--- src/tmc_pkg.sv ---
`default_nettype none

package tmc_pkg;

  // Register offsets (byte addresses on the plain register port)
  localparam logic [7:0] TMC_OFS_MP_SELECT = 8'h00;
  localparam logic [7:0] TMC_OFS_LANE_STATUS = 8'h04;
  localparam logic [7:0] TMC_OFS_FLAGS = 8'h08;
  localparam logic [7:0] TMC_OFS_CONFIG_VIEW = 8'h0C;
  localparam logic [7:0] TMC_OFS_MODE_VIEW = 8'h10;

  // Reset values
  localparam logic [7:0] TMC_RST_MP_SELECT = 8'h00;
  localparam logic [31:0] TMC_RST_READ_DATA = 32'h0000_0000;

  // Multipurpose output source codes, two bits per lane
  localparam int TMC_MP_SEL_WIDTH = 2;
  localparam logic [1:0] TMC_MP_SIGNAL_TYPE = 2'h0;
  localparam logic [1:0] TMC_MP_SIGNAL_ABSENT = 2'h1;
  localparam logic [1:0] TMC_MP_SYMBOL_SEEN = 2'h2;
  localparam logic [1:0] TMC_MP_PATTERN = 2'h3;

  // Operation select codes {msb, lsb}
  localparam logic [1:0] TMC_OP_TRANSCEIVER = 2'h0;
  localparam logic [1:0] TMC_OP_TX_ONLY = 2'h1;
  localparam logic [1:0] TMC_OP_RX_ONLY = 2'h2;
  localparam logic [1:0] TMC_OP_REPEATER = 2'h3;

  // Lane status register field positions
  localparam int TMC_ST_ABSENT_POS = 0;
  localparam int TMC_ST_SEEN_POS = 4;
  localparam int TMC_ST_OK_POS = 8;
  localparam int TMC_ST_HSTL_POS = 12;

  // Flags register field positions
  localparam int TMC_FL_ABSENT_POS = 0;
  localparam int TMC_FL_SEEN_POS = 4;
  localparam int TMC_FL_FAIL_POS = 8;

  // Config view field positions
  localparam int TMC_CV_CODE_POS = 0;
  localparam int TMC_CV_OP_POS = 1;
  localparam int TMC_CV_STANDBY_POS = 3;
  localparam int TMC_CV_PATTERN_POS = 4;
  localparam int TMC_CV_LOCKSTEP_POS = 5;
  localparam int TMC_CV_ALIGN_POS = 6;
  localparam int TMC_CV_FACTORY_POS = 7;
  localparam int TMC_CV_LOOP_POS = 8;

  // Synchroniser stages
  localparam int TMC_SYNC_STAGES = 2;

  typedef enum logic [1:0] {
    TMC_MODE_RESET,
    TMC_MODE_STANDBY,
    TMC_MODE_RUN
  } tmc_mode_t;

endpackage

`default_nettype wire

--- src/tmc_mode_ctrl.sv ---
// Strobed register access and the register offsets were chosen for this implementation.
`timescale 1ns/10ps
`default_nettype none

// Function
// - Coding select high enables encoder/decoder
// - Decode operation select into four modes
// - Standby input low means low power
// - Per-lane loopback routes serial output back
// - Default multipurpose output shows signalling type
// - Management picks per-lane multipurpose source
// - Pattern test inserts generator and checker
// - Pattern pass shown only when selected
// - Lockstep captures all lanes on lane0 clock
// - Lockstep presents receive data on lane0 clock
// - Chip reset recenters buffers, clears flags
// - Alignment input gates comma detection, realignment
// - Independent mode uses each lane's clocks
module tmc_mode_ctrl #(
  parameter int LANES = 4
) (
  input wire logic clk,
  input wire logic rst,
  input wire logic codingSelect,
  input wire logic operation_select_lsb,
  input wire logic operation_select_msb,
  input wire logic standbyEnable,
  input wire logic [LANES-1:0] serial_loopback_enable,
  input wire logic pattern_test_enable,
  input wire logic lockstep_channels,
  input wire logic chip_reset_low,
  input wire logic alignment_enable,
  input wire logic factory_test_enable,
  input wire logic signallingIsHstl,
  input wire logic [LANES-1:0] signal_absent,
  input wire logic [LANES-1:0] alignment_symbol_seen,
  input wire logic [LANES-1:0] pattern_check_ok,
  input wire logic [7:0] regAddr,
  input wire logic [31:0] regWrData,
  input wire logic regWr,
  input wire logic regRd,
  output logic [31:0] regRdData,
  output logic coderEnable,
  output logic txPathEnable,
  output logic rxPathEnable,
  output logic repeaterEnable,
  output logic lowPowerStandby,
  output logic [LANES-1:0] loopbackRoute,
  output logic patternGenInsert,
  output logic patternCheckInsert,
  output logic [LANES-1:0] txLatchOnLane0Clock,
  output logic [LANES-1:0] rxOutOnLane0Clock,
  output logic txSkewRecenter,
  output logic rxSyncFifoRecenter,
  output logic byteAlignEnable,
  output logic [LANES-1:0] multipurpose_out
);
  import tmc_pkg::*;

  ////////////////////////////////////////////////////////////////////////////
  // Elaboration checks

  // Register fields are laid out for at most four lanes
  if (LANES < 1 || LANES > 4) begin : gBadLanes
    $error("tmc_mode_ctrl: LANES must be 1 to 4");
  end

  ////////////////////////////////////////////////////////////////////////////
  // Input synchronisation

  localparam int SYNC_W = 9 + 4 * LANES;

  logic [SYNC_W-1:0] rawIn;
  logic [SYNC_W-1:0] syncIn;

  logic codeS;
  logic [1:0] opS;
  logic standbyS;
  logic patternS;
  logic lockstepS;
  logic chipRunS;
  logic alignS;
  logic factoryS;
  logic hstlS;
  logic [LANES-1:0] loopS;
  logic [LANES-1:0] absentS;
  logic [LANES-1:0] seenS;
  logic [LANES-1:0] okS;

  assign rawIn = {
    codingSelect,
    operation_select_msb,
    operation_select_lsb,
    standbyEnable,
    pattern_test_enable,
    lockstep_channels,
    chip_reset_low,
    alignment_enable,
    factory_test_enable,
    serial_loopback_enable,
    signal_absent,
    alignment_symbol_seen,
    pattern_check_ok
  };

  // Synchroniser resets to zero, so chip reset reads as asserted
  tmc_sync #(
    .WIDTH(SYNC_W)
  ) inputSync (
    .clk(clk),
    .rst(rst),
    .asyncIn(rawIn),
    .syncOut(syncIn)
  );

  assign {codeS, opS, standbyS, patternS, lockstepS, chipRunS, alignS, factoryS,
          loopS, absentS, seenS, okS} = syncIn;

  // Pad status feeds the default multipurpose function and the lane status register; the former may
  // follow a pin strap; it is synchronised apart to keep it out of the bus
  logic hstlSync;
  tmc_sync #(
    .WIDTH(1)
  ) hstlSyncInst (
    .clk(clk),
    .rst(rst),
    .asyncIn(signallingIsHstl),
    .syncOut(hstlSync)
  );
  assign hstlS = hstlSync;

  ////////////////////////////////////////////////////////////////////////////
  // State

  typedef struct packed {
    tmc_mode_t mode;
    logic [TMC_MP_SEL_WIDTH*LANES-1:0] mpSelect;
    logic [LANES-1:0] absentFlag;
    logic [LANES-1:0] seenFlag;
    logic [LANES-1:0] failFlag;
    logic [31:0] rdData;
    logic coder;
    logic txEn;
    logic rxEn;
    logic repeater;
    logic standby;
    logic [LANES-1:0] loop;
    logic genIns;
    logic chkIns;
    logic [LANES-1:0] txLock;
    logic [LANES-1:0] rxLock;
    logic recenter;
    logic align;
    logic [LANES-1:0] mpOut;
  } tmc_core_state_t;

  tmc_core_state_t st_reg;
  tmc_core_state_t st_next;

  ////////////////////////////////////////////////////////////////////////////
  // Helpers

  function automatic logic [1:0] laneSelect(
    input logic [TMC_MP_SEL_WIDTH*LANES-1:0] sel,
    input int lane
  );
    laneSelect = sel[lane*TMC_MP_SEL_WIDTH +: TMC_MP_SEL_WIDTH];
  endfunction

  function automatic logic [31:0] placeLanes(
    input logic [LANES-1:0] bits,
    input int pos
  );
    logic [31:0] word;
    word = 32'h0000_0000;
    word[pos +: LANES] = bits;
    placeLanes = word;
  endfunction

  ////////////////////////////////////////////////////////////////////////////
  // Next state

  logic running;
  logic [LANES-1:0] flagClr;
  logic [31:0] rdWord;
  logic [31:0] cfgWord;
  logic [31:0] modeWord;

  always_comb begin
    st_next = st_reg;
    running = 1'b0;
    flagClr = '0;
    rdWord = 32'h0000_0000;
    cfgWord = 32'h0000_0000;
    modeWord = 32'h0000_0000;

    // Mode sequencing
    case (st_reg.mode)
      TMC_MODE_RESET: begin
        if (chipRunS) begin
          st_next.mode = standbyS ? TMC_MODE_RUN : TMC_MODE_STANDBY;
        end
      end
      TMC_MODE_STANDBY: begin
        if (!chipRunS) begin
          st_next.mode = TMC_MODE_RESET;
        end else if (standbyS) begin
          st_next.mode = TMC_MODE_RUN;
        end
      end
      TMC_MODE_RUN: begin
        if (!chipRunS) begin
          st_next.mode = TMC_MODE_RESET;
        end else if (!standbyS) begin
          st_next.mode = TMC_MODE_STANDBY;
        end
      end
      default: begin
        st_next.mode = TMC_MODE_RESET;
      end
    endcase

    running = (st_next.mode == TMC_MODE_RUN);

    // Buffers are recentered for as long as chip reset is held
    st_next.recenter = (st_next.mode == TMC_MODE_RESET);
    st_next.standby = (st_next.mode == TMC_MODE_STANDBY);

    // Path configuration; all paths idle outside run
    st_next.coder = running && codeS;
    st_next.txEn = running && (opS != TMC_OP_RX_ONLY);
    st_next.rxEn = running && (opS != TMC_OP_TX_ONLY);
    st_next.repeater = running && (opS == TMC_OP_REPEATER);
    st_next.loop = running ? loopS : '0;
    st_next.genIns = running && patternS;
    st_next.chkIns = running && patternS;
    st_next.align = running && alignS;

    // Clock source per lane; lane 0 always uses its own clock
    st_next.txLock = lockstepS ? {LANES{1'b1}} : '0;
    st_next.rxLock = lockstepS ? {LANES{1'b1}} : '0;

    // Register writes
    if (regWr) begin
      if (regAddr == TMC_OFS_MP_SELECT) begin
        st_next.mpSelect = regWrData[TMC_MP_SEL_WIDTH*LANES-1:0];
      end else if (regAddr == TMC_OFS_FLAGS) begin
        flagClr = regWrData[TMC_FL_ABSENT_POS +: LANES];
        st_next.absentFlag = st_reg.absentFlag & ~flagClr;
        st_next.seenFlag = st_reg.seenFlag & ~regWrData[TMC_FL_SEEN_POS +: LANES];
        st_next.failFlag = st_reg.failFlag & ~regWrData[TMC_FL_FAIL_POS +: LANES];
      end
    end

    // Sticky events; a set in the clearing cycle wins
    st_next.absentFlag = st_next.absentFlag | absentS;
    st_next.seenFlag = st_next.seenFlag | (seenS & {LANES{st_reg.align}});
    st_next.failFlag = st_next.failFlag | (~okS & {LANES{st_reg.chkIns}});

    // Chip reset clears the management flags
    if (!chipRunS) begin
      st_next.absentFlag = '0;
      st_next.seenFlag = '0;
      st_next.failFlag = '0;
    end

    // Multipurpose outputs
    for (int i = 0; i < LANES; i++) begin
      case (laneSelect(st_reg.mpSelect, i))
        TMC_MP_SIGNAL_TYPE: st_next.mpOut[i] = hstlS;
        TMC_MP_SIGNAL_ABSENT: st_next.mpOut[i] = absentS[i];
        TMC_MP_SYMBOL_SEEN: st_next.mpOut[i] = seenS[i] && st_reg.align;
        default: st_next.mpOut[i] = okS[i] && st_reg.chkIns;
      endcase
    end

    // Read views
    cfgWord[TMC_CV_CODE_POS] = codeS;
    cfgWord[TMC_CV_OP_POS +: 2] = opS;
    cfgWord[TMC_CV_STANDBY_POS] = standbyS;
    cfgWord[TMC_CV_PATTERN_POS] = patternS;
    cfgWord[TMC_CV_LOCKSTEP_POS] = lockstepS;
    cfgWord[TMC_CV_ALIGN_POS] = alignS;
    // Only reported; the board keeps this low
    cfgWord[TMC_CV_FACTORY_POS] = factoryS;
    cfgWord[TMC_CV_LOOP_POS +: LANES] = loopS;

    modeWord[1:0] = st_reg.mode;

    if (regAddr == TMC_OFS_MP_SELECT) begin
      rdWord[TMC_MP_SEL_WIDTH*LANES-1:0] = st_reg.mpSelect;
    end else if (regAddr == TMC_OFS_LANE_STATUS) begin
      rdWord = placeLanes(absentS, TMC_ST_ABSENT_POS)
             | placeLanes(seenS, TMC_ST_SEEN_POS)
             | placeLanes(okS, TMC_ST_OK_POS);
      rdWord[TMC_ST_HSTL_POS] = hstlS;
    end else if (regAddr == TMC_OFS_FLAGS) begin
      rdWord = placeLanes(st_reg.absentFlag, TMC_FL_ABSENT_POS)
             | placeLanes(st_reg.seenFlag, TMC_FL_SEEN_POS)
             | placeLanes(st_reg.failFlag, TMC_FL_FAIL_POS);
    end else if (regAddr == TMC_OFS_CONFIG_VIEW) begin
      rdWord = cfgWord;
    end else if (regAddr == TMC_OFS_MODE_VIEW) begin
      rdWord = modeWord;
    end else begin
      rdWord = 32'h0000_0000;
    end

    // Read data stands only in the cycle after the strobe
    st_next.rdData = regRd ? rdWord : TMC_RST_READ_DATA;
  end

  ////////////////////////////////////////////////////////////////////////////
  // State register

  always_ff @(posedge clk or posedge rst) begin
    if (rst) begin
      st_reg <= '0;
      st_reg.mode <= TMC_MODE_RESET;
      st_reg.mpSelect <= TMC_RST_MP_SELECT[TMC_MP_SEL_WIDTH*LANES-1:0];
      st_reg.rdData <= TMC_RST_READ_DATA;
      st_reg.recenter <= 1'b1;
    end else begin
      st_reg <= st_next;
    end
  end

  ////////////////////////////////////////////////////////////////////////////
  // Outputs

  assign regRdData = st_reg.rdData;
  assign coderEnable = st_reg.coder;
  assign txPathEnable = st_reg.txEn;
  assign rxPathEnable = st_reg.rxEn;
  assign repeaterEnable = st_reg.repeater;
  assign lowPowerStandby = st_reg.standby;
  assign loopbackRoute = st_reg.loop;
  assign patternGenInsert = st_reg.genIns;
  assign patternCheckInsert = st_reg.chkIns;
  assign txLatchOnLane0Clock = st_reg.txLock;
  assign rxOutOnLane0Clock = st_reg.rxLock;
  assign txSkewRecenter = st_reg.recenter;
  assign rxSyncFifoRecenter = st_reg.recenter;
  assign byteAlignEnable = st_reg.align;
  assign multipurpose_out = st_reg.mpOut;

endmodule

`default_nettype wire

--- src/tmc_sync.sv ---
`timescale 1ns/10ps
`default_nettype none

module tmc_sync #(
  parameter int WIDTH = 1
) (
  input wire logic clk,
  input wire logic rst,
  input wire logic [WIDTH-1:0] asyncIn,
  output logic [WIDTH-1:0] syncOut
);
  import tmc_pkg::*;

  if (WIDTH < 1) begin : gBadWidth
    $error("tmc_sync: WIDTH must be at least 1");
  end

  typedef struct packed {
    logic [WIDTH-1:0] stage1;
    logic [WIDTH-1:0] stage2;
  } tmc_sync_state_t;

  tmc_sync_state_t syncState_reg;
  tmc_sync_state_t syncState_next;

  // First stage feeds only the second stage
  always_comb begin
    syncState_next = syncState_reg;
    syncState_next.stage1 = asyncIn;
    syncState_next.stage2 = syncState_reg.stage1;
  end

  always_ff @(posedge clk or posedge rst) begin
    if (rst) begin
      syncState_reg <= '0;
    end else begin
      syncState_reg <= syncState_next;
    end
  end

  assign syncOut = syncState_reg.stage2;

endmodule

`default_nettype wire

--- config.mk ---
export PLATFORM = sky130hd
export DESIGN_NAME = tmc_mode_ctrl
export DESIGN_NICKNAME = d
export VERILOG_FILES = /design/src/tmc_pkg.sv /design/src/tmc_mode_ctrl.sv /design/src/tmc_sync.sv
export SDC_FILE = /design/constraint.sdc
export NUM_CORES = 1
export LEC_CHECK = 0
export ABC_AREA = 0
export BUFFER_PORTS_ARGS = -buffer_cell sky130_fd_sc_hd__buf_2
export CORE_MARGIN = 2
export CORE_UTILIZATION = 49
export CTS_CLUSTER_SIZE = 24
export DETAILED_ROUTE_END_ITERATION = 10
export PLACE_DENSITY = 0.78
export SETUP_SLACK_MARGIN = 0.2
export SYNTH_ARGS = -nofsm -noshare
export SYNTH_HDL_FRONTEND = slang
export SYNTH_SLANG_ARGS = --single-unit
--- constraint.sdc ---
create_clock -name clk -period 4.4 [get_ports clk]
set_input_delay 0.66 -clock clk [delete_from_list [all_inputs] [get_ports clk]]
set_output_delay 0.66 -clock clk [all_outputs]
set_load 0.01 [all_outputs]
# After elaboration in Yosys (flattened, before gate mapping)
# Cells that the tools add are included.
[word_totals]
reg_bits = 126
inputBits = 70
output_inout_bits = 58
wordCells = 102
[op_classes]
bitwise = 16
n_eq_ne = 19
muxes = 24
reduce_logical = 22
[op_table]
columns = ["operator", "count"]
rows = [
  ["32-bit two-way mux", 4],
  ["12-bit two-way mux", 4],
  ["24-bit two-way mux", 1],
  ["8-bit by 12-bit OR with 12-bit output", 2],
  ["4-bit AND", 5],
  ["8-bit by 4-bit == test with 1-bit output (second input constant)", 2],
  ["4-bit inverter", 4],
  ["4-bit by 8-bit OR with 8-bit output", 2],
  ["2-bit == test (second input constant)", 7],
  ["1-bit logical AND", 14],
  ["2-bit two-way mux", 7],
  ["2-bit by 1-bit == test with 1-bit output (second input constant)", 6],
  ["2-bit zero test", 6],
  ["4-bit OR", 3],
  ["1-bit one-hot mux with 3 select lines", 4],
  ["8-bit by 3-bit == test with 1-bit output (second input constant)", 1],
  ["8-bit by 5-bit == test with 1-bit output (second input constant)", 1],
  ["8-bit zero test", 1],
  ["4-bit two-way mux", 2],
  ["8-bit two-way mux", 1],
  ["2-bit one-hot mux with 3 select lines", 1],
  ["2-bit by 1-bit inequality test with 1-bit output (second input constant)", 1],
  ["2-bit inequality test (second input constant)", 1],
  ["2-bit AND reduction", 1],
]

# Depth between registers and ports, before layout
[depth]
depth_word = 7
depth_mapped = 6
mapped_depth_nobuf = 4

# Hierarchy
# Synthesis repeated with hierarchy kept, for this count alone.
[hier_totals]
cells_unflattened = 320
area_unflattened_um2 = 4100.2
[by_module_without_submodules]
columns = ["mod", "area_each_um2", "instances", "cells_each", "seq_area_each_um2"]
rows = [
  ["tmc_mode_ctrl", 2791.4, 1, 266, 1302.5],
  ["tmc_sync at inputSync", 1255.0, 1, 51, 1251.2],
  ["tmc_sync at hstlSyncInst", 53.8, 1, 3, 50.0],
]

# Least setup slack after synthesis
# Ideal clock, no wire load.
[synth_timing]
path_type = "input-to-reg"
startpoint = "input port regAddr[5]"
endpoint = "register st_reg (netlist bit regRdData[0])"
setup_slack_ns = 2.199
path_buffers = 1
t_required_ns = 4.299
t_arrival_ns = 2.100
cell_stages = 5
setup_time_ns = 0.101
path_cell_list = "or4_4 or2_1 buf_2 o31a_1 o32ai_1"
[synth_lines]
columns = ["item", "line", "source"]
rows = [
  ["from (decl)", "tmc_mode_ctrl.sv:38", "input wire logic [7:0] regAddr,"],
  ["to (signal assigned)", "tmc_mode_ctrl.sv:324", "st_reg <= st_next;"],
  ["to (decl)", "tmc_mode_ctrl.sv:157", "tmc_core_state_t st_reg;"],
]

==> metrics.txt <==
Tmin final=2407 ps; Yosys cell types=32; slew margin rel.=25.73%; pwr dens=392.3 nW/µm²; CTS Buf Count=9; postcts setup bufs=0; DR WL/cell=15.33 µm; layout cell share with drive strength beyond 1=32.56%; internal reg-to-reg setup slack=2960 ps; hold slack=347.5 ps; clk sink count=104; status=complete, no violations; post-route cell area=4484 µm²; DIE WIDTH=94.82 µm; drt initial violations=161; TritonCTS clock tree=yes; critical setup path kind=in -> reg; H-Tree Depth=3; crit path max fanout=18; hold path depth=0; DIE HEIGHT=94.82 µm; sequential fraction of the synthesis area=64.43%; Vias=2487; Post-synth EDFFs=0; Async S/R FF share, synth=100.0%; CTS root buffer=clkbuf_8; hold_sp=inputSync.syncState_next[14]$_DFF_PP0_; DRC=0; Ports=128; clock tree buffer depth=2; Area growth syn-to-layout=10.96%; vias per inst=5.024; top cell type's share of synthesized area=63.78%; Final TNS setup=0 ps; DRT Pass-1 Iters=4; Fmax=415.4 MHz; yosys warns=0; most frequent cell after synthesis=dfrtp_1; CP startpoint=regAddr[5]; wirelength, routed=7590 µm; worst r2r src=inputSync.syncOut[18]$_DFF_PP0_; Worst Path Arrival=2680 ps; final layout net count=455; worst slew pin tran=1108 ps; placed cell areas=4272 µm²; row count=33; Final setup viols=0; die area=8990 µm²; total track usage=18.21%; clock slew at reported path FFs=90 ps; antenna violations before repair=0; Syn Area/Cell=12.32 µm²; commonest cells in the netlist=103 x dfrtp_1, 50 x buf_4, 25 x nand2_1; initial core utilization=49.94%; post-synth top area cell=dfrtp_1; first-pass GRT wire length=11920 µm; hpwl dp=5366 µm; worst r2r dst=rxPathEnable$_DFF_PP0_; pin count of the biggest net entering global routing=59; wl on met1=3113 µm; top layer in use=met4; Post-Synthesis Cell Area=4041 µm²; Max VDD drop=0.0002517 V; final period utilization=54.71%; Critical Path RT=4670 ps; #FFs+latches synth=104; GPL Wtd Cong=0.8229; max cap viols=0; Total Power Consumption=1.759 mW; Detail Route Antenna Nets=0; Hold-fix buffers, CTS=0; clock latency on the worst-skew pair=370 ps; CORE AREA=8093 µm²; pre-CTS setup slack=1667 ps; RSZ-0062 raised after global routing=false; HP Class=reg -> reg; hold endpoint=inputSync.syncOut[14]$_DFF_PP0_; Worst Slack Setup Final=1993 ps; met3 WL=614 µm; Pleak=2.254 nW; vias in the first global route=2419; I/O Buffers=88; CTS-repair resized insts=0; Max Slew Vio Count=0; R2R depth=3; endpoints failing hold=0; Post-Syn Instances=328; ant diodes=0; CP Capture Type=register; Layout Skew=11.90 ps; GRT overflow=0; metal2 WL=3734 µm; Top FF cell, synth=dfrtp_1; Area contributors post-synth=dfrtp_1 64%, buf_4 9.3%, mux2_2 5.0%, o21ai_0 2.7%, nand2_1 2.3%; CP Launch Type=input pin
## report_power, final
group	switching [mW]	internal (mW)	total, mW
Combinational	0.0711	0.0459	0.117
Sequential	0.0267	0.996	1.02
Clock	0.299	0.321	0.619
## through the flow
stage	util, %	instances
6_report	55.41	495
5_1_grt	55.41	495
4_1_cts	55.41	495
3_5_place_dp	52.78	479
3_3_place_gp	52.78	479
2_1_floorplan	-	346
## per-layer routing
metal / GRT usage (%) / up-vias
li1: - / 1166
met1: 23.46 / 1192
met4: 8.454 / 0
met3: 5.267 / 9
met2: 28.61 / 120
met5: 0 / -
## critical path: stages
cell     delay [ps]
buf_2           110
or4_4           580
nor3_2          900
a22oi_1         190
a21oi_1         240
## worst max-delay path by stage
stage / endpoint
CTS: regRdData[7]$_DFF_PP0_
global route: regRdData[7]$_DFF_PP0_
floorplan: byteAlignEnable$_DFF_PP0_
detailed placement: regRdData[7]$_DFF_PP0_
finish: regRdData[5]$_DFF_PP0_
global placement: regRdData[6]$_DFF_PP0_
## placed cells by master (no fill, tap or decap), types with 2 or more instances in the layout
cell type / Yosys / final
nor3_1: 2 / 2
o21ai_0: 22 / 22
nand2_1: 25 / 25
a22oi_1: 6 / 6
o31a_1: 2 / 2
o22ai_1: 4 / 4
nor4_1: 2 / 2
inv_1: 15 / 14
buf_2: 2 / 88
and2_1: 3 / 3
dfrtp_1: 103 / 103
o211ai_1: 4 / 4
conb_1: 1 / 19
clkbuf_8: 0 / 9
mux2_2: 18 / 18
and3_1: 11 / 11
bufinv_16: 0 / 2
nand3_1: 6 / 6
a21oi_1: 14 / 14
o32ai_1: 2 / 2
nor2_1: 6 / 6
clkbuf_1: 8 / 2
mux2i_1: 4 / 4
a41oi_1: 8 / 8
nand4_1: 2 / 2
## cells by family (layout without fill, tap and decap cells)
group	count (synthesis)	in the layout	synth area share [%]
compound gates	62	62	9.536
flops	104	104	64.43
simple gates	63	63	8.174
mux	22	22	6.006
buf+inv	76	120	11.76
other cells	1	19	0.09279
## layout make-up
| type | count | area (µm²) |
|---|---|---|
| fill | 697 | 3608 |
| sequential | 104 | 2604 |
| multi-input combinational | 166 | 1030 |
| timing repair buffer | 89 | 447.9 |
| clock buffer | 11 | 131.4 |
| tap | 105 | 131.4 |
| clock inverter | 5 | 81.33 |
| inverter | 15 | 58.81 |
Power figures use the tool's default switching activity.
